File: src/core/ovf_pkg.sv
// How it works
// - Command bit 1 gates memory window response
// - Command bit 0 gates I/O range decode
// - Command bits 15:2 always read zero
// - Status error bits always read zero
// - Select timing field reads 00, fast
// - Status bit 7 reads one; status 0080h
// - Vendor code is fixed 16-bit constant
// - Device code is fixed 16-bit constant
// - Board tags take one write, then lock
// - Base register claims 4 KB, bits 31:12
package ovf_pkg;

  // ****************************************
  // Types
  // ****************************************
  typedef logic [5:0]  dw_index_t;
  typedef logic [31:0] word_t;
  typedef logic [3:0]  byte_en_t;
  typedef logic [15:0] half_t;

  typedef enum logic [1:0] {
    TAG_OPEN   = 2'b01,
    TAG_LOCKED = 2'b10
  } tag_state_t;

  // ****************************************
  // Byte offsets of the header
  // ****************************************
  localparam logic [7:0] OFS_VENDOR       = 8'h00;
  localparam logic [7:0] OFS_DEVICE       = 8'h02;
  localparam logic [7:0] OFS_COMMAND      = 8'h04;
  localparam logic [7:0] OFS_STATUS       = 8'h06;
  localparam logic [7:0] OFS_REVISION     = 8'h08;
  localparam logic [7:0] OFS_SUB_CLASS    = 8'h0A;
  localparam logic [7:0] OFS_BASE_CLASS   = 8'h0B;
  localparam logic [7:0] OFS_HEADER       = 8'h0E;
  localparam logic [7:0] OFS_BAR          = 8'h10;
  localparam logic [7:0] OFS_BOARD_VENDOR = 8'h2C;
  localparam logic [7:0] OFS_BOARD_SUBSYS = 8'h2E;

  // Dword indices of the config port
  localparam dw_index_t DW_IDENT   = OFS_VENDOR[7:2];
  localparam dw_index_t DW_CMDSTS  = OFS_COMMAND[7:2];
  localparam dw_index_t DW_CLASS   = OFS_REVISION[7:2];
  localparam dw_index_t DW_HEADER  = OFS_HEADER[7:2];
  localparam dw_index_t DW_BAR     = OFS_BAR[7:2];
  localparam dw_index_t DW_BOARD   = OFS_BOARD_VENDOR[7:2];

  // ****************************************
  // Field positions and values
  // ****************************************
  localparam int          CMD_IO_BIT       = 0;
  localparam int          CMD_MEM_BIT      = 1;
  localparam int          BAR_BASE_LSB     = 12;
  localparam int          BAR_BASE_W       = 20;
  localparam logic [15:0] COMMAND_RST      = 16'h0000;
  localparam logic [15:0] STATUS_VALUE     = 16'h0080;
  localparam logic [7:0]  SUB_CLASS_VALUE  = 8'h80;
  localparam logic [7:0]  BASE_CLASS_VALUE = 8'h08;
  localparam logic [7:0]  HEADER_VALUE     = 8'h00;
  localparam logic [19:0] BAR_BASE_RST     = 20'h0_0000;
  localparam logic [11:0] BAR_LOW_BITS     = 12'h000;
  localparam logic [15:0] BOARD_TAG_RST    = 16'h0000;
  localparam word_t       WORD_ZERO        = 32'h0000_0000;

endpackage : ovf_pkg

File: src/core/cfg_tag_if.sv
`timescale 1ns/10ps
interface cfg_tag_if;
  logic              wr;
  logic [1:0]        be;
  ovf_pkg::half_t    wdata;
  ovf_pkg::half_t    value;
  logic              locked;

  modport owner (output wr, output be, output wdata, input value, input locked);
  modport store (input wr, input be, input wdata, output value, output locked);
endinterface : cfg_tag_if

File: src/core/write_once_tag.sv
`timescale 1ns/10ps
module write_once_tag (
  input wire logic   clk_in,
  input wire logic   reset_n_in,
  input wire logic   ce_in,
  cfg_tag_if.store   tag_port
);
  import ovf_pkg::*;

  tag_state_t  state_r;
  half_t       value_r;

  // ****************************************
  // Lock state
  // ****************************************
  // Any enabled byte locks the whole field
  always_ff @(posedge clk_in or negedge reset_n_in) begin
    if (!reset_n_in) begin
      state_r <= TAG_OPEN;
    end else if (ce_in) begin
      case (state_r)
        TAG_OPEN: begin
          if (tag_port.wr && |tag_port.be) begin
            state_r <= TAG_LOCKED;
          end
        end
        TAG_LOCKED: state_r <= TAG_LOCKED;
        default:    state_r <= TAG_OPEN;
      endcase
    end
  end

  // ****************************************
  // Stored value, per byte
  // ****************************************
  genvar b;
  generate
    for (b = 0; b < 2; b++) begin : g_byte
      always_ff @(posedge clk_in or negedge reset_n_in) begin
        if (!reset_n_in) begin
          value_r[b*8 +: 8] <= BOARD_TAG_RST[b*8 +: 8];
        end else if (ce_in && tag_port.wr && tag_port.be[b] && state_r == TAG_OPEN) begin
          value_r[b*8 +: 8] <= tag_port.wdata[b*8 +: 8];
        end
      end
    end
  endgenerate

  assign tag_port.value  = value_r;
  assign tag_port.locked = (state_r == TAG_LOCKED);

  // ****************************************
  // Checks
  // ****************************************
  property p_tag_first_write_locks;
    @(posedge clk_in) disable iff (!reset_n_in)
      ce_in && tag_port.wr && |tag_port.be && state_r == TAG_OPEN |=> state_r == TAG_LOCKED;
  endproperty
  a_tag_first_write_locks: assert property (p_tag_first_write_locks)
    else $error("Board tag did not lock after its first write");

  property p_tag_locked_frozen;
    @(posedge clk_in) disable iff (!reset_n_in)
      state_r == TAG_LOCKED |=> state_r == TAG_LOCKED && $stable(value_r);
  endproperty
  a_tag_locked_frozen: assert property (p_tag_locked_frozen)
    else $error("Locked board tag changed");

  c_tag_lock: cover property (@(posedge clk_in) disable iff (!reset_n_in)
    $rose(state_r == TAG_LOCKED));

endmodule : write_once_tag

File: src/core/overflow_device_config_header.sv
`timescale 1ns/10ps
module overflow_device_config_header #(
  parameter logic [15:0] VENDOR_CODE   = 16'h1234, // Arbitrary value
  parameter logic [15:0] DEVICE_CODE   = 16'h5678, // Arbitrary value
  parameter logic [7:0]  REVISION_CODE = 8'h01     // Arbitrary value
) (
  input  wire logic               clk_in,
  input  wire logic               reset_n_in,
  input  wire logic               ce_in,
  input  wire logic               cfg_req_in,
  input  wire logic               cfg_we_in,
  input  wire ovf_pkg::dw_index_t cfg_dw_in,
  input  wire ovf_pkg::byte_en_t  cfg_be_in,
  input  wire ovf_pkg::word_t     cfg_wdata_in,
  output logic                    cfg_ack_out,
  output ovf_pkg::word_t          cfg_rdata_out,
  input  wire logic               mem_req_in,
  input  wire ovf_pkg::word_t     mem_addr_in,
  output logic                    mem_hit_out,
  input  wire logic               io_req_in,
  input  wire ovf_pkg::half_t     io_addr_in,
  input  wire ovf_pkg::half_t     io_range_lower_bound_in,
  input  wire ovf_pkg::half_t     io_range_upper_bound_in,
  output logic                    io_hit_out,
  output logic                    memory_space_enable_out,
  output logic                    io_space_enable_out
);
  import ovf_pkg::*;

  logic                  memory_space_enable_r;
  logic                  io_space_enable_r;
  logic [BAR_BASE_W-1:0] bar_base_r;
  logic                  ack_r;
  word_t                 rdata_r;
  word_t                 rdata_nxt;
  logic                  mem_hit_r;
  logic                  io_hit_r;
  logic                  cfg_write;
  logic                  cfg_read;
  half_t                 command_view;
  word_t                 bar_view;

  cfg_tag_if vendor_tag_bus ();
  cfg_tag_if subsys_tag_bus ();

  assign cfg_write = ce_in && cfg_req_in && cfg_we_in;
  assign cfg_read  = ce_in && cfg_req_in && !cfg_we_in;

  // ****************************************
  // Command register
  // ****************************************
  // Only bits 1:0 are storage; all else is ignored on write
  always_ff @(posedge clk_in or negedge reset_n_in) begin
    if (!reset_n_in) begin
      memory_space_enable_r <= COMMAND_RST[CMD_MEM_BIT];
      io_space_enable_r     <= COMMAND_RST[CMD_IO_BIT];
    end else if (cfg_write && cfg_dw_in == DW_CMDSTS && cfg_be_in[0]) begin
      memory_space_enable_r <= cfg_wdata_in[CMD_MEM_BIT];
      io_space_enable_r     <= cfg_wdata_in[CMD_IO_BIT];
    end
  end

  always_comb begin
    command_view              = 16'h0000;
    command_view[CMD_MEM_BIT] = memory_space_enable_r;
    command_view[CMD_IO_BIT]  = io_space_enable_r;
  end

  // ****************************************
  // Memory window base
  // ****************************************
  always_ff @(posedge clk_in or negedge reset_n_in) begin
    if (!reset_n_in) begin
      bar_base_r <= BAR_BASE_RST;
    end else if (cfg_write && cfg_dw_in == DW_BAR) begin
      if (cfg_be_in[1]) begin
        bar_base_r[3:0] <= cfg_wdata_in[15:12];
      end
      if (cfg_be_in[2]) begin
        bar_base_r[11:4] <= cfg_wdata_in[23:16];
      end
      if (cfg_be_in[3]) begin
        bar_base_r[19:12] <= cfg_wdata_in[31:24];
      end
    end
  end

  // Low twelve bits fixed: 4 KB, 32-bit, non-prefetchable memory
  assign bar_view = {bar_base_r, BAR_LOW_BITS};

  // ****************************************
  // Write-once board tags
  // ****************************************
  assign vendor_tag_bus.wr    = cfg_write && cfg_dw_in == DW_BOARD;
  assign vendor_tag_bus.be    = cfg_be_in[1:0];
  assign vendor_tag_bus.wdata = cfg_wdata_in[15:0];
  assign subsys_tag_bus.wr    = cfg_write && cfg_dw_in == DW_BOARD;
  assign subsys_tag_bus.be    = cfg_be_in[3:2];
  assign subsys_tag_bus.wdata = cfg_wdata_in[31:16];

  write_once_tag u_vendor_tag (
    .clk_in     (clk_in),
    .reset_n_in (reset_n_in),
    .ce_in      (ce_in),
    .tag_port   (vendor_tag_bus.store)
  );

  write_once_tag u_subsys_tag (
    .clk_in     (clk_in),
    .reset_n_in (reset_n_in),
    .ce_in      (ce_in),
    .tag_port   (subsys_tag_bus.store)
  );

  // ****************************************
  // Read path
  // ****************************************
  always_comb begin
    rdata_nxt = WORD_ZERO;
    case (cfg_dw_in)
      DW_IDENT:  rdata_nxt = {DEVICE_CODE, VENDOR_CODE};
      DW_CMDSTS: rdata_nxt = {STATUS_VALUE, command_view};
      DW_CLASS:  rdata_nxt = {BASE_CLASS_VALUE, SUB_CLASS_VALUE, 8'h00, REVISION_CODE};
      DW_HEADER: rdata_nxt = {8'h00, HEADER_VALUE, 16'h0000};
      DW_BAR:    rdata_nxt = bar_view;
      DW_BOARD:  rdata_nxt = {subsys_tag_bus.value, vendor_tag_bus.value};
      default:   rdata_nxt = WORD_ZERO;
    endcase
  end

  // Data holds until the next read so a slow requester can sample late
  always_ff @(posedge clk_in or negedge reset_n_in) begin
    if (!reset_n_in) begin
      rdata_r <= WORD_ZERO;
    end else if (cfg_read) begin
      rdata_r <= rdata_nxt;
    end
  end

  always_ff @(posedge clk_in or negedge reset_n_in) begin
    if (!reset_n_in) begin
      ack_r <= 1'b0;
    end else if (ce_in) begin
      ack_r <= cfg_req_in;
    end
  end

  // ****************************************
  // Address decode
  // ****************************************
  always_ff @(posedge clk_in or negedge reset_n_in) begin
    if (!reset_n_in) begin
      mem_hit_r <= 1'b0;
    end else if (ce_in) begin
      mem_hit_r <= mem_req_in && memory_space_enable_r &&
                   mem_addr_in[31:BAR_BASE_LSB] == bar_base_r;
    end
  end

  // Unsigned bounds; an inverted range claims nothing
  always_ff @(posedge clk_in or negedge reset_n_in) begin
    if (!reset_n_in) begin
      io_hit_r <= 1'b0;
    end else if (ce_in) begin
      io_hit_r <= io_req_in && io_space_enable_r &&
                  io_addr_in >= io_range_lower_bound_in &&
                  io_addr_in <= io_range_upper_bound_in;
    end
  end

  assign cfg_ack_out             = ack_r;
  assign cfg_rdata_out           = rdata_r;
  assign mem_hit_out             = mem_hit_r;
  assign io_hit_out              = io_hit_r;
  assign memory_space_enable_out = memory_space_enable_r;
  assign io_space_enable_out     = io_space_enable_r;

  // ****************************************
  // Checks
  // ****************************************
  logic fresh_r;

  always_ff @(posedge clk_in or negedge reset_n_in) begin
    if (!reset_n_in) begin
      fresh_r <= 1'b1;
    end else begin
      fresh_r <= 1'b0;
    end
  end

  property p_mem_gated;
    @(posedge clk_in) disable iff (!reset_n_in)
      ce_in && !memory_space_enable_r |=> !mem_hit_out;
  endproperty
  a_mem_gated: assert property (p_mem_gated)
    else $error("Memory hit while memory space disabled");

  property p_mem_hits;
    @(posedge clk_in) disable iff (!reset_n_in)
      ce_in && mem_req_in && memory_space_enable_r &&
      mem_addr_in[31:BAR_BASE_LSB] == bar_base_r |=> mem_hit_out;
  endproperty
  a_mem_hits: assert property (p_mem_hits)
    else $error("Enabled memory window access not claimed");

  property p_io_gated;
    @(posedge clk_in) disable iff (!reset_n_in)
      ce_in && (!io_space_enable_r || io_addr_in < io_range_lower_bound_in) |=> !io_hit_out;
  endproperty
  a_io_gated: assert property (p_io_gated)
    else $error("I/O hit while disabled or below range");

  property p_command_read;
    @(posedge clk_in) disable iff (!reset_n_in)
      cfg_read && cfg_dw_in == DW_CMDSTS |=>
        cfg_ack_out && cfg_rdata_out[15:2] == 14'h0000 &&
        cfg_rdata_out[1:0] == $past({memory_space_enable_r, io_space_enable_r});
  endproperty
  a_command_read: assert property (p_command_read)
    else $error("Command read shows hardwired bits set or wrong enables");

  property p_status_read;
    @(posedge clk_in) disable iff (!reset_n_in)
      cfg_read && cfg_dw_in == DW_CMDSTS |=>
        cfg_rdata_out[31:27] == 5'h00 && cfg_rdata_out[24] == 1'b0;
  endproperty
  a_status_read: assert property (p_status_read)
    else $error("Status error bit reads nonzero");

  property p_status_timing;
    @(posedge clk_in) disable iff (!reset_n_in)
      cfg_read && cfg_dw_in == DW_CMDSTS |=>
        cfg_rdata_out[26:25] == 2'b00 && cfg_rdata_out[23] &&
        cfg_rdata_out[31:16] == 16'h0080;
  endproperty
  a_status_timing: assert property (p_status_timing)
    else $error("Status does not read 0080h");

  property p_ident_read;
    @(posedge clk_in) disable iff (!reset_n_in)
      cfg_read && cfg_dw_in == DW_IDENT |=>
        cfg_rdata_out[15:0] == VENDOR_CODE && cfg_rdata_out[31:16] == DEVICE_CODE;
  endproperty
  a_ident_read: assert property (p_ident_read)
    else $error("Identification word wrong");

  property p_board_locks;
    @(posedge clk_in) disable iff (!reset_n_in)
      cfg_write && cfg_dw_in == DW_BOARD && cfg_be_in == 4'hF ##1
      cfg_write && cfg_dw_in == DW_BOARD && cfg_be_in == 4'hF |=>
        $stable({subsys_tag_bus.value, vendor_tag_bus.value});
  endproperty
  a_board_locks: assert property (p_board_locks)
    else $error("Second board tag write took effect");

  property p_bar_low_zero;
    @(posedge clk_in) disable iff (!reset_n_in)
      cfg_read && cfg_dw_in == DW_BAR |=> cfg_rdata_out[11:0] == 12'h000 &&
        cfg_rdata_out[31:12] == $past(bar_base_r);
  endproperty
  a_bar_low_zero: assert property (p_bar_low_zero)
    else $error("Base register read wrong");

  property p_reserved_zero;
    @(posedge clk_in) disable iff (!reset_n_in)
      cfg_read && cfg_dw_in > DW_BAR && cfg_dw_in != DW_BOARD |=> cfg_rdata_out == WORD_ZERO;
  endproperty
  a_reserved_zero: assert property (p_reserved_zero)
    else $error("Reserved location reads nonzero");

  property p_reset_defaults;
    @(posedge clk_in) disable iff (!reset_n_in)
      fresh_r |-> !memory_space_enable_r && !io_space_enable_r &&
        bar_base_r == BAR_BASE_RST && !vendor_tag_bus.locked && !subsys_tag_bus.locked;
  endproperty
  a_reset_defaults: assert property (p_reset_defaults)
    else $error("Writable state not at default after reset");

  property p_command_write;
    @(posedge clk_in) disable iff (!reset_n_in)
      cfg_write && cfg_dw_in == DW_CMDSTS && cfg_be_in[0] |=>
        memory_space_enable_out == $past(cfg_wdata_in[CMD_MEM_BIT]) &&
        io_space_enable_out == $past(cfg_wdata_in[CMD_IO_BIT]);
  endproperty
  a_command_write: assert property (p_command_write)
    else $error("Command enables did not take the written value");

  // Lane 0 of the command dword is the only way to move the enables
  property p_command_ignored;
    @(posedge clk_in) disable iff (!reset_n_in)
      cfg_write && !(cfg_dw_in == DW_CMDSTS && cfg_be_in[0]) |=>
        $stable({memory_space_enable_r, io_space_enable_r});
  endproperty
  a_command_ignored: assert property (p_command_ignored)
    else $error("Enables changed by a write that does not reach them");

  property p_io_above;
    @(posedge clk_in) disable iff (!reset_n_in)
      ce_in && io_addr_in > io_range_upper_bound_in |=> !io_hit_out;
  endproperty
  a_io_above: assert property (p_io_above)
    else $error("I/O hit above range");

  property p_bar_write;
    @(posedge clk_in) disable iff (!reset_n_in)
      cfg_write && cfg_dw_in == DW_BAR && cfg_be_in[3] |=>
        bar_base_r[19:12] == $past(cfg_wdata_in[31:24]);
  endproperty
  a_bar_write: assert property (p_bar_write)
    else $error("Base register top byte not written");

  // Low enable must hold the base register, read data, hits and ack
  property p_frozen;
    @(posedge clk_in) disable iff (!reset_n_in)
      !ce_in |=> $stable({bar_base_r, cfg_ack_out, cfg_rdata_out, mem_hit_out, io_hit_out});
  endproperty
  a_frozen: assert property (p_frozen)
    else $error("State moved while clock enable low");

  c_mem_hit: cover property (@(posedge clk_in) disable iff (!reset_n_in) mem_hit_out);
  c_io_hit: cover property (@(posedge clk_in) disable iff (!reset_n_in) io_hit_out);
  c_board_read: cover property (@(posedge clk_in) disable iff (!reset_n_in)
    vendor_tag_bus.locked && cfg_read && cfg_dw_in == DW_BOARD);

endmodule : overflow_device_config_header

File: config.mk
export PLATFORM = sky130hd
export DESIGN_NAME = overflow_device_config_header
export DESIGN_NICKNAME = d
export VERILOG_FILES = /design/src/core/ovf_pkg.sv /design/src/core/cfg_tag_if.sv /design/src/core/write_once_tag.sv /design/src/core/overflow_device_config_header.sv
export SDC_FILE = /design/constraint.sdc
export NUM_CORES = 1
export LEC_CHECK = 0
export ABC_AREA = 1
export BUFFER_PORTS_ARGS = -buffer_cell sky130_fd_sc_hd__buf_2
export CAP_MARGIN = 25
export CORE_UTILIZATION = 30
export CTS_CLUSTER_SIZE = 30
export DETAILED_ROUTE_END_ITERATION = 12
export GPL_ROUTABILITY_DRIVEN = 0
export PLACE_DENSITY = 0.48
export SETUP_SLACK_MARGIN = 0.5
export SYNTH_ARGS = -nofsm -noshare
export SYNTH_HDL_FRONTEND = slang
export SYNTH_HIERARCHICAL = 1
export SYNTH_SLANG_ARGS = --single-unit
File: constraint.sdc
create_clock -name clk_in -period 2 [get_ports clk_in]
set_clock_uncertainty 0.1 [all_clocks]
set_input_delay 0.3 -clock clk_in [delete_from_list [all_inputs] [get_ports clk_in]]
set_output_delay 0.3 -clock clk_in [all_outputs]
set_load 0.01 [all_outputs]
# Word-level counts from Yosys, hierarchy flattened
# Cells that the tools add are included.
# W data, S select, Z words.
[op_classes]
n_eq_ne = 11
reduce_logical = 32
muxes = 5
n_lt_le_gt_ge = 2
[op_table]
columns = ["operator", "n"]
rows = [
  ["$pmux W32 S5", 1],
  ["$logic_and A1 B1 Y1", 23],
  ["$eq A20 B20 Y1", 1],
  ["$ge A16 B16 Y1", 1],
  ["$le A16 B16 Y1", 1],
  ["$reduce_and A2 Y1", 5],
  ["$pmux W2 S2", 2],
  ["$eq A6 B1 Y1 const B", 1],
  ["$eq A6 B2 Y1 const B", 1],
  ["$eq A6 B3 Y1 const B", 1],
  ["$eq A6 B4 Y1 const B", 1],
  ["$logic_not A6 Y1", 1],
  ["$eq A2 B1 Y1 const B", 2],
  ["$eq A2 B2 Y1 const B", 2],
  ["$mux W2", 2],
  ["$ne A2 B1 Y1 const B", 2],
  ["$reduce_or A2 Y1", 2],
  ["$logic_not A1 Y1", 1],
]
[word_totals]
inputBits = 129
register_bits = 93
word_cells = 65
out_inout_bits = 37

# Longest topological paths before layout
# Gate-level depths: netlist (run 1).
[logic_depth]
word_depth = 6
ltp_mapped = 14
depth_no_buf = 14

# Modules after synthesis
# Netlist (run 1), hierarchy kept.
[modules_own_cells]
columns = ["module", "instances", "cells_each", "area_each_um2", "seq_area_each_um2"]
rows = [
  ["overflow_device_config_header", 1, 491, 3738.6, 1426.4],
  ["write_once_tag", 2, 92, 803.3, 451.7],
]

# Least setup slack after synthesis (run 1)
# Ideal clock, no wire load.
[synth_timing]
path_type = "input-to-reg"
from = "input cfg_dw_in[3]"
to = "register u_subsys_tag.value_r[0], in the netlist u_subsys_tag/tag_port.value[0]"
required_time_ns = 1.783
arrival_ns = 1.347
setup_ns = 0.117
path_buffers = 0
path_stages = 9
path_slack_ns = 0.437
path_cell_list = "nand2_1 -> nor2_1 -> nand3_2 -> nor3_1 -> nand2_2 -> nor2_8 -> nand2_2 -> nand2_1 -> nand2_1"
[synth_via]
elab_chain_len = 5
[synth_lines]
columns = ["element", "line_no", "rtl"]
rows = [
  ["from (decl)", "overflow_device_config_header.sv:12", "input wire ovf_pkg::dw_index_t cfg_dw_in,"],
  ["$eq A6 B4 Y1", "overflow_device_config_header.sv:97", "assign subsys_tag_bus.wr = cfg_write && cfg_dw_in == DW_BOARD;"],
  ["$logic_and A1 B1 Y1", "overflow_device_config_header.sv:97", ""],
  ["via subsys_tag_bus.wr", "cfg_tag_if.sv:3", "logic wr;"],
  ["$logic_and A1 B1 Y1 (3 in series)", "write_once_tag.sv:42", "end else if (ce_in && tag_port.wr && tag_port.be[b] && state_r == TAG_OPEN) begin"],
  ["to (signal, indexed assignment)", "write_once_tag.sv:41", "value_r[b*8 +: 8] <= BOARD_TAG_RST[b*8 +: 8];"],
  ["to (signal, indexed assignment)", "write_once_tag.sv:43", "value_r[b*8 +: 8] <= tag_port.wdata[b*8 +: 8];"],
  ["to (decl)", "write_once_tag.sv:11", "half_t value_r;"],
]
# The timed path passes the listed nets, and every way through them passes these cells.
# A chain may end at the register's enable or synchronous reset.

# Worst setup path in the final report (run 1)
[layout_timing]
from = "register u_vendor_tag.state_r[0]"
to = "register u_vendor_tag.value_r[13], in the netlist u_vendor_tag/tag_port.value[13]"
[layout_via]
elab_chain_len = 2
[layout_lines]
columns = ["element", "line_no", "rtl"]
rows = [
  ["from (decl)", "write_once_tag.sv:10", "tag_state_t state_r;"],
  ["from (signal assigned)", "write_once_tag.sv:19", "state_r <= TAG_OPEN;"],
  ["from (signal assigned)", "write_once_tag.sv:24", "state_r <= TAG_LOCKED;"],
  ["from (signal assigned)", "write_once_tag.sv:27", "TAG_LOCKED: state_r <= TAG_LOCKED;"],
  ["$eq A2 B1 Y1", "write_once_tag.sv:42", ""],
  ["$logic_and A1 B1 Y1", "write_once_tag.sv:42", ""],
  ["to (signal, indexed assignment)", "write_once_tag.sv:41", ""],
  ["to (signal, indexed assignment)", "write_once_tag.sv:43", ""],
  ["to (decl)", "write_once_tag.sv:11", ""],
]
# No other way between the ends.

==> out/qor.csv, run 1 <==
stage,metric,value,unit
outcome,outcome,finished clean,
sta,Slew @ Worst Pin,342.7,ps
place,Port Buf Inserts,153,
power,overall power,4.651,mW
layout,"most common cell after layout, fill and taps aside",nand2_1,
yosys,ys flop type,dfrtp_1,
floorplan,row count,48,
clock_tree,Clock Root Buffer,clkbuf_16,
setup_path,Reg2Reg Launch Point,u_vendor_tag/state_r[0],
setup_path,Worst path top cell family by delay,flip-flops,
floorplan,Ports,166,
setup_path,Critical Path Sink Type,flip-flop,
floorplan,die width,135.5,um
route,vias,4637,
yosys,number of synthesized flops with an enable pin,0,
place,Place WS,231.2,ps
route,vias per cell,4.322,
clock_tree,CTS tree,built,
global_route,antenna violations before repair,1,
sta,Slew HR,0.7698,
route,1st-iter DRT viols,172,
hold_path,worst min-delay path category,in -> reg,
setup_path,worst r2r path cells,6,
global_route,gr usage total,0.1653,
route,drt pass-1 iters,4,
yosys,sequential area share after synthesis,0.4359,
sta,final hold viol count,0,
yosys,Synth Cell Area,5345,sq um
setup_path,CP Launch Type,flip-flop,
setup_path,FF-to-FF setup slack,560,ps
setup_path,critical path class,reg -> reg,
clock_tree,"Reg clk slew, reported paths",60,ps
route,final wirelength,14510,um
place,Post-Place Cells,1052,
layout,fin util,0.3948,
clock_tree,"Clk Latency, worst-skew pair",340,ps
setup_path,CP Cell Sequence,ha_1 > inv_2 > nor2_8 > buf_4 > nand3_1 > nand2_1,
setup_path,Worst setup endpoint,u_vendor_tag/tag_port.value[13],
sta,Slew Limit Fails,0,
sta,Worst Slack Setup Final,556.7,ps
place,hpwl dp,10960,um
layout,Final Non-Filler Cells,1073,
setup_path,arrival time worst endpoint,1620,ps
global_route,first-pass GRT wire length,23320,um
global_route,largest net degree at the start of global routing,54,
setup_path,Worst Path Buf+Inv,2,
global_route,vias in the first global route,4526,
setup_path,crit path from,u_vendor_tag/state_r[0],
setup_path,Levels on crit path,6,
power,P per Cell Area,678.9,nW/um^2
setup_path,critical path's largest stage delay,550,ps
sta,period utilization,0.7216,
clock_tree,deepest clock path buffer count,2,
sta,minimum clock period,1443,ps
floorplan,Die Area,18350,sq um
sta,Max Freq,692.9,MHz
sta,RSZ-0062 raised after global routing,yes,
global_route,grt ovf,0,
flow_run,maxcap violations,0,
layout,Finished Cell Area,6852,sq um
clock_tree,depth of the CTS H-tree,3,
sta,Finish-stage setup viols,0,
yosys,"Warnings, synthesis",6,
sta,final hold slack,90.72,ps
yosys,Syn Nets,840,
route,wire per inst,13.52,um
setup_path,Crit-path slowest cell,dfstp_2,
setup_path,worst-path maximum fanout,8,
yosys,Mean Syn Cell Area,7.919,sq um
layout,Final nets,1007,
power,worst vdd ir,0.0003203,V
setup_path,worst flop-to-flop path endpoint,u_vendor_tag/tag_port.value[13],
clock_tree,Inserted Clock Buffers,9,
route,Final ANT Viol Nets,0,
power,Pleak,3.954,nW
floorplan,Die Y,135.5,um
route,residual DRC count,0,
layout,layout cell share with drive strength beyond 1,0.2751,
setup_path,Worst Path Required,2170,ps
layout,most frequent cells in the layout,"219 x nand2_1, 152 x buf_2, 91 x dfrtp_1",
place,placed cell area,6452,sq um
yosys,Cell variety after synth,36,
sta,Fin Setup TNS,0,ps
yosys,"FF+latch count, synth",93,
yosys,share of synthesized registers carrying an async set or reset,1.000,
floorplan,initial core utilization,0.3080,
yosys,synthesized instance count,675,
clock_tree,CTS Sinks,93,
floorplan,Placeable Area,17360,sq um
layout,area growth from synthesis to layout,28.18,%
-- worst reg2reg max path: stages, from the launching register on --
cell,delay [ps]
dfstp_2,550
ha_1,160
inv_2,60
nor2_8,160
buf_4,190
nand3_1,80
nand2_1,90
-- state kept, by name, summed over array words and instances (netlist names) --
register                     cells
mem_hit_out                      1
memory_space_enable_out          1
u_vendor_tag/state_r             2
u_subsys_tag/tag_port.value     16
u_vendor_tag/tag_port.value     16
io_space_enable_out              1
cfg_ack_out                      1
cfg_rdata_out                   32
bar_base_r                      20
u_subsys_tag/state_r             2
io_hit_out                       1
-- cell type report --
cell class / instances / area [sq um]
Fill cell: 1835 / 10510
Multi-Input combinational cell: 480 / 2621
Antenna cell: 1 / 2.502
Inverter: 85 / 324.1
Clock inverter: 5 / 81.33
Tap cell: 225 / 281.5
Timing Repair Buffer: 173 / 958.4
Clock buffer: 11 / 252.7
Sequential cell: 93 / 2330
-- routing by layer --
| layer | vias to the layer above | GRT usage | share of wire |
|---|---|---|---|
| li1 | 2482 | - | - |
| met1 | 2040 | 0.2260 | 0.48 |
| met2 | 108 | 0.2675 | 0.46 |
| met3 | 7 | 0.03030 | 0.052 |
| met4 | 0 | 0.04307 | 0.0074 |
| met5 | - | 0 | 0 |
-- where the power goes --
group	switching [mW]	internal, mW	total [mW]
sequential	0.0528	1.97	2.02
clock	0.747	1.17	1.91
combinational	0.420	0.295	0.715
-- cells in the mapped netlist (7+ instances only) --
cell / number / share of area
a21oi_2: 11 / 0.018
o21ai_1: 13 / 0.012
o21ai_0: 25 / 0.023
a21oi_1: 30 / 0.028
inv_1: 77 / 0.054
dfrtp_1: 91 / 0.43
nor2_1: 38 / 0.027
xnor2_1: 11 / 0.018
nand2_1: 219 / 0.15
nand3_1: 46 / 0.043
nand2_2: 7 / 0.0082
ha_1: 36 / 0.084
-- worst min-delay path by stage --
stage,start,to,slack (ps),cells after the start
floorplan,reset_n_in,bar_base_r[0],-100,0
global placement,reset_n_in,cfg_rdata_out[18],210,2
detailed placement,reset_n_in,cfg_rdata_out[18],210,2
CTS,cfg_wdata_in[6],u_vendor_tag/tag_port.value[6],80,3
global route,cfg_wdata_in[11],u_vendor_tag/tag_port.value[11],90,3
finish,cfg_wdata_in[6],u_vendor_tag/tag_port.value[6],90,3
-- logic make-up after synthesis --
| logic type | Yosys count | share of synthesized area |
|---|---|---|
| AOI/OAI and AO/OA | 95 | 0.1051 |
| and+or+nand+nor | 337 | 0.2748 |
| DFF | 93 | 0.4359 |
| buffers and inverters | 102 | 0.08029 |
| xor gates and xnor gates | 12 | 0.01966 |
| adders and majority gates | 36 | 0.08427 |
-- repair_timing --
action,CTS,global route
setup buffers,0,3
hold endpoints to repair,91,0
resized for setup,1,5
cloned,0,0
hold buffers,1,0
pin swaps,0,2
endpoints found under the setup margin,2,33
Note: power is estimated with default switching activity, not from simulation.
==> run 2: changes to the inputs <==
--- a/config.mk
+++ b/config.mk
@@ -12,7 +12,7 @@
 export CTS_CLUSTER_SIZE = 30
 export DETAILED_ROUTE_END_ITERATION = 12
 export GPL_ROUTABILITY_DRIVEN = 0
-export PLACE_DENSITY = 0.48
+export PLACE_DENSITY = 0.49
 export SETUP_SLACK_MARGIN = 0.5
 export SYNTH_ARGS = -nofsm -noshare
 export SYNTH_HDL_FRONTEND = slang
==> constraint.sdc (replaced) <==
create_clock -name clk_in -period 1.2 [get_ports clk_in]
set_clock_uncertainty 0.1 [all_clocks]
set_input_delay 0.18 -clock clk_in [delete_from_list [all_inputs] [get_ports clk_in]]
set_output_delay 0.18 -clock clk_in [all_outputs]
set_load 0.01 [all_outputs]
==> out/qor.csv, run 2 (synthesized netlist as in run 1, its figures left out) <==
stage,metric,value,unit,change
layout,"most common cell after layout, fill and taps aside",nand2_1,,unchanged
layout,max FFs per register,32,,unchanged
clock_tree,deepest clock path buffer count,2,,unchanged
floorplan,row count,48,,unchanged
power,switching portion of total power,0.2859,,was 0.2622
sta,period utilization,1.155,,was 0.7216
floorplan,Die Area,18350,sq um,unchanged
layout,area of the multi-input gates,3381,sq um,was 2621 sq um
sta,minimum clock period,1386,ps,was 1443 ps
power,Clk pwr share,0.340,,was 0.411
floorplan,Ports,166,,unchanged
setup_path,Critical Path Sink Type,flip-flop,,unchanged
power,Internal Power,5.700,mW,was 3.432 mW
sta,Slew @ Worst Pin,374.6,ps,was 342.7 ps
global_route,gr usage total,0.1966,,was 0.1653
clock_tree,CTS Sinks,93,,unchanged
setup_path,worst r2r path cells,6,,unchanged
route,final wirelength,17400,um,was 14510 um
global_route,vias in the first global route,5124,,was 4526
global_route,antenna violations before repair,1,,unchanged
sta,Slew HR,0.7502,,was 0.7698
power,Switch Pwr,2.283,mW,was 1.220 mW
layout,fin util,0.5036,,was 0.3948
setup_path,worst flop-to-flop path endpoint,u_subsys_tag/tag_port.value[13],,was u_vendor_tag/tag_port.value[13]
clock_tree,depth of the CTS H-tree,3,,unchanged
power,P per Cell Area,913.3,nW/um^2,was 678.9 nW/um^2
sta,RSZ-0062 raised after global routing,yes,,unchanged
layout,fillers,1691,,was 1835
setup_path,critical path class,reg -> reg,,unchanged
route,Final ANT Viol Nets,0,,unchanged
outcome,outcome,"finished, violations left",,was finished clean
sta,Finish-stage setup viols,39,,was 0
floorplan,die width,135.5,um,unchanged
layout,Final nets,1107,,was 1007
flow_run,maxcap violations,0,,unchanged
hold_path,worst min-delay path category,in -> async,,was in -> reg
layout,most frequent cells in the layout,"184 x nand2_1, 133 x buf_2, 91 x dfrtp_1",,"was 219 x nand2_1, 152 x buf_2, 91 x dfrtp_1"
place,placed cell area,6975,sq um,was 6452 sq um
power,worst vdd ir,0.0007145,V,was 0.0003203 V
global_route,first-pass GRT wire length,27170,um,was 23320 um
route,residual DRC count,0,,unchanged
place,hpwl dp,12320,um,was 10960 um
setup_path,FF-to-FF setup slack,-190,ps,was 560 ps
layout,Final Non-Filler Cells,1171,,was 1073
route,drt pass-1 iters,4,,unchanged
power,Comb power frac,0.238,,was 0.154
floorplan,Die Y,135.5,um,unchanged
power,Reg power frac,0.422,,was 0.435
setup_path,Reg2Reg Launch Point,u_subsys_tag/state_r[0],,was u_vendor_tag/state_r[0]
place,Post-Place Cells,1099,,was 1052
clock_tree,Clock Root Buffer,clkbuf_16,,unchanged
clock_tree,"Clk Latency, worst-skew pair",350,ps,was 340 ps
clock_tree,"Reg clk slew, reported paths",60,ps,about the same
setup_path,CP Launch Type,flip-flop,,unchanged
power,overall power,7.983,mW,was 4.651 mW
setup_path,crit path from,u_subsys_tag/state_r[0],,was u_vendor_tag/state_r[0]
outcome,failing checks,"hold timing, setup timing",,
layout,layout cell share with drive strength beyond 1,0.4910,,was 0.2751
place,Port Buf Inserts,153,,unchanged
clock_tree,Inserted Clock Buffers,9,,unchanged
global_route,largest net degree at the start of global routing,25,,was 54
setup_path,Worst setup endpoint,u_subsys_tag/tag_port.value[13],,was u_vendor_tag/tag_port.value[13]
route,vias per cell,4.500,,was 4.322
floorplan,Placeable Area,17360,sq um,unchanged
route,vias,5269,,was 4637
layout,FF+latch area,2330,sq um,unchanged
sta,Worst Slack Setup Final,-185.9,ps,was 556.7 ps
sta,Max Freq,721.6,MHz,was 692.9 MHz
layout,Finished Cell Area,8741,sq um,was 6852 sq um
route,wire per inst,14.86,um,was 13.52 um
setup_path,Worst Path Required,1390,ps,was 2170 ps
sta,final hold viol count,113,,was 0
clock_tree,CTS tree,built,,unchanged
sta,Slew Limit Fails,0,,unchanged
global_route,grt ovf,0,,unchanged
layout,area growth from synthesis to layout,63.53,%,was 28.18%
route,1st-iter DRT viols,174,,was 172
setup_path,worst-path maximum fanout,6,,was 8
sta,final hold slack,-352.1,ps,was 90.72 ps
power,Pleak,4.727,nW,was 3.954 nW
floorplan,initial core utilization,0.3080,,unchanged
setup_path,arrival time worst endpoint,1570,ps,was 1620 ps
-- run 2: cell types whose count changed in the layout (fill, tap and decap cells not counted), sizes merged --
| cell | before | now |
|---|---|---|
| nand3 | 50 | 52 |
| buf | 172 | 270 |
| dlygate4sd3 | 1 | 0 |
| clkbuf | 11 | 13 |
| bufinv | 2 | 0 |
| clkinv | 3 | 2 |
-- run 2: power by group through the flow --
stage | Combinational (mW) | Clock, mW | Sequential (mW)
finish | 1.90 | 2.71 | 3.37
global route | 2.11 | 2.93 | 3.38
CTS | 1.76 | 2.79 | 3.37
detailed placement | 1.51 | 0 | 3.42
global placement | 1.51 | 0 | 3.42
floorplan | 0.773 | 0 | 3.44
-- run 2: timing repair --
| action | CTS | global route |
|---|---|---|
| pin swaps | 49 | 29 |
| endpoints found under the hold margin | 126 | 93 |
| gates cloned | 8 | 1 |
| resized for setup | 181 | 74 |
| setup buffers | 30 | 18 |
| endpoints found under the setup margin | 129 | 130 |
-- run 2: area by class of cell --
class | instances | share of cell area
Tap cell | 225 | 0.03221
Multi-Input combinational cell | 482 | 0.3868
Antenna cell | 1 | 0.0002863
Inverter | 85 | 0.04065
Sequential cell | 93 | 0.2665
Clock inverter | 1 | 0.0008589
Timing Repair Buffer | 270 | 0.2419
Clock buffer | 13 | 0.02977
Timing Repair inverter | 1 | 0.001002
-- run 2: worst max-delay path, cell delays in order, from the launching register on --
cell and delay [ps]:
dfstp_2 560, ha_4 140, inv_4 40, nor2_8 160
buf_4 170, nand3_1 70, nand2_1 80
-- run 2: worst min path at each step --
| stage | from | end | slack (ps) | depth (start not counted) |
|---|---|---|---|---|
| 2_1_floorplan | reset_n_in | bar_base_r[0] | -220 | 0 |
| 6_report | reset_n_in | u_subsys_tag/tag_port.value[14] | -350 | 1 |
| 4_1_cts | reset_n_in | u_subsys_tag/tag_port.value[14] | -350 | 1 |
| 3_5_place_dp | reset_n_in | u_subsys_tag/tag_port.value[14] | 20 | 1 |
| 5_1_grt | reset_n_in | u_subsys_tag/tag_port.value[14] | -350 | 1 |
| 3_3_place_gp | reset_n_in | u_subsys_tag/tag_port.value[14] | 30 | 1 |
-- run 2: through the flow --
| step | worst slack, ps | TNS [ps] |
|---|---|---|
| final | -185.9 | -5355 |
| after floorplan | -101.8 | -3488 |
| after detailed placement | -391.9 | -25900 |
| after CTS | -161.7 | -5105 |
| after global routing | -243.1 | -7869 |
| after global placement | -381.3 | -25120 |
-- run 2: layer usage --
layer  track usage  part of all wire
met5             0                 0
met4       0.05805             0.011
met3       0.02245             0.032
met2        0.3248              0.49
met1        0.2691              0.47
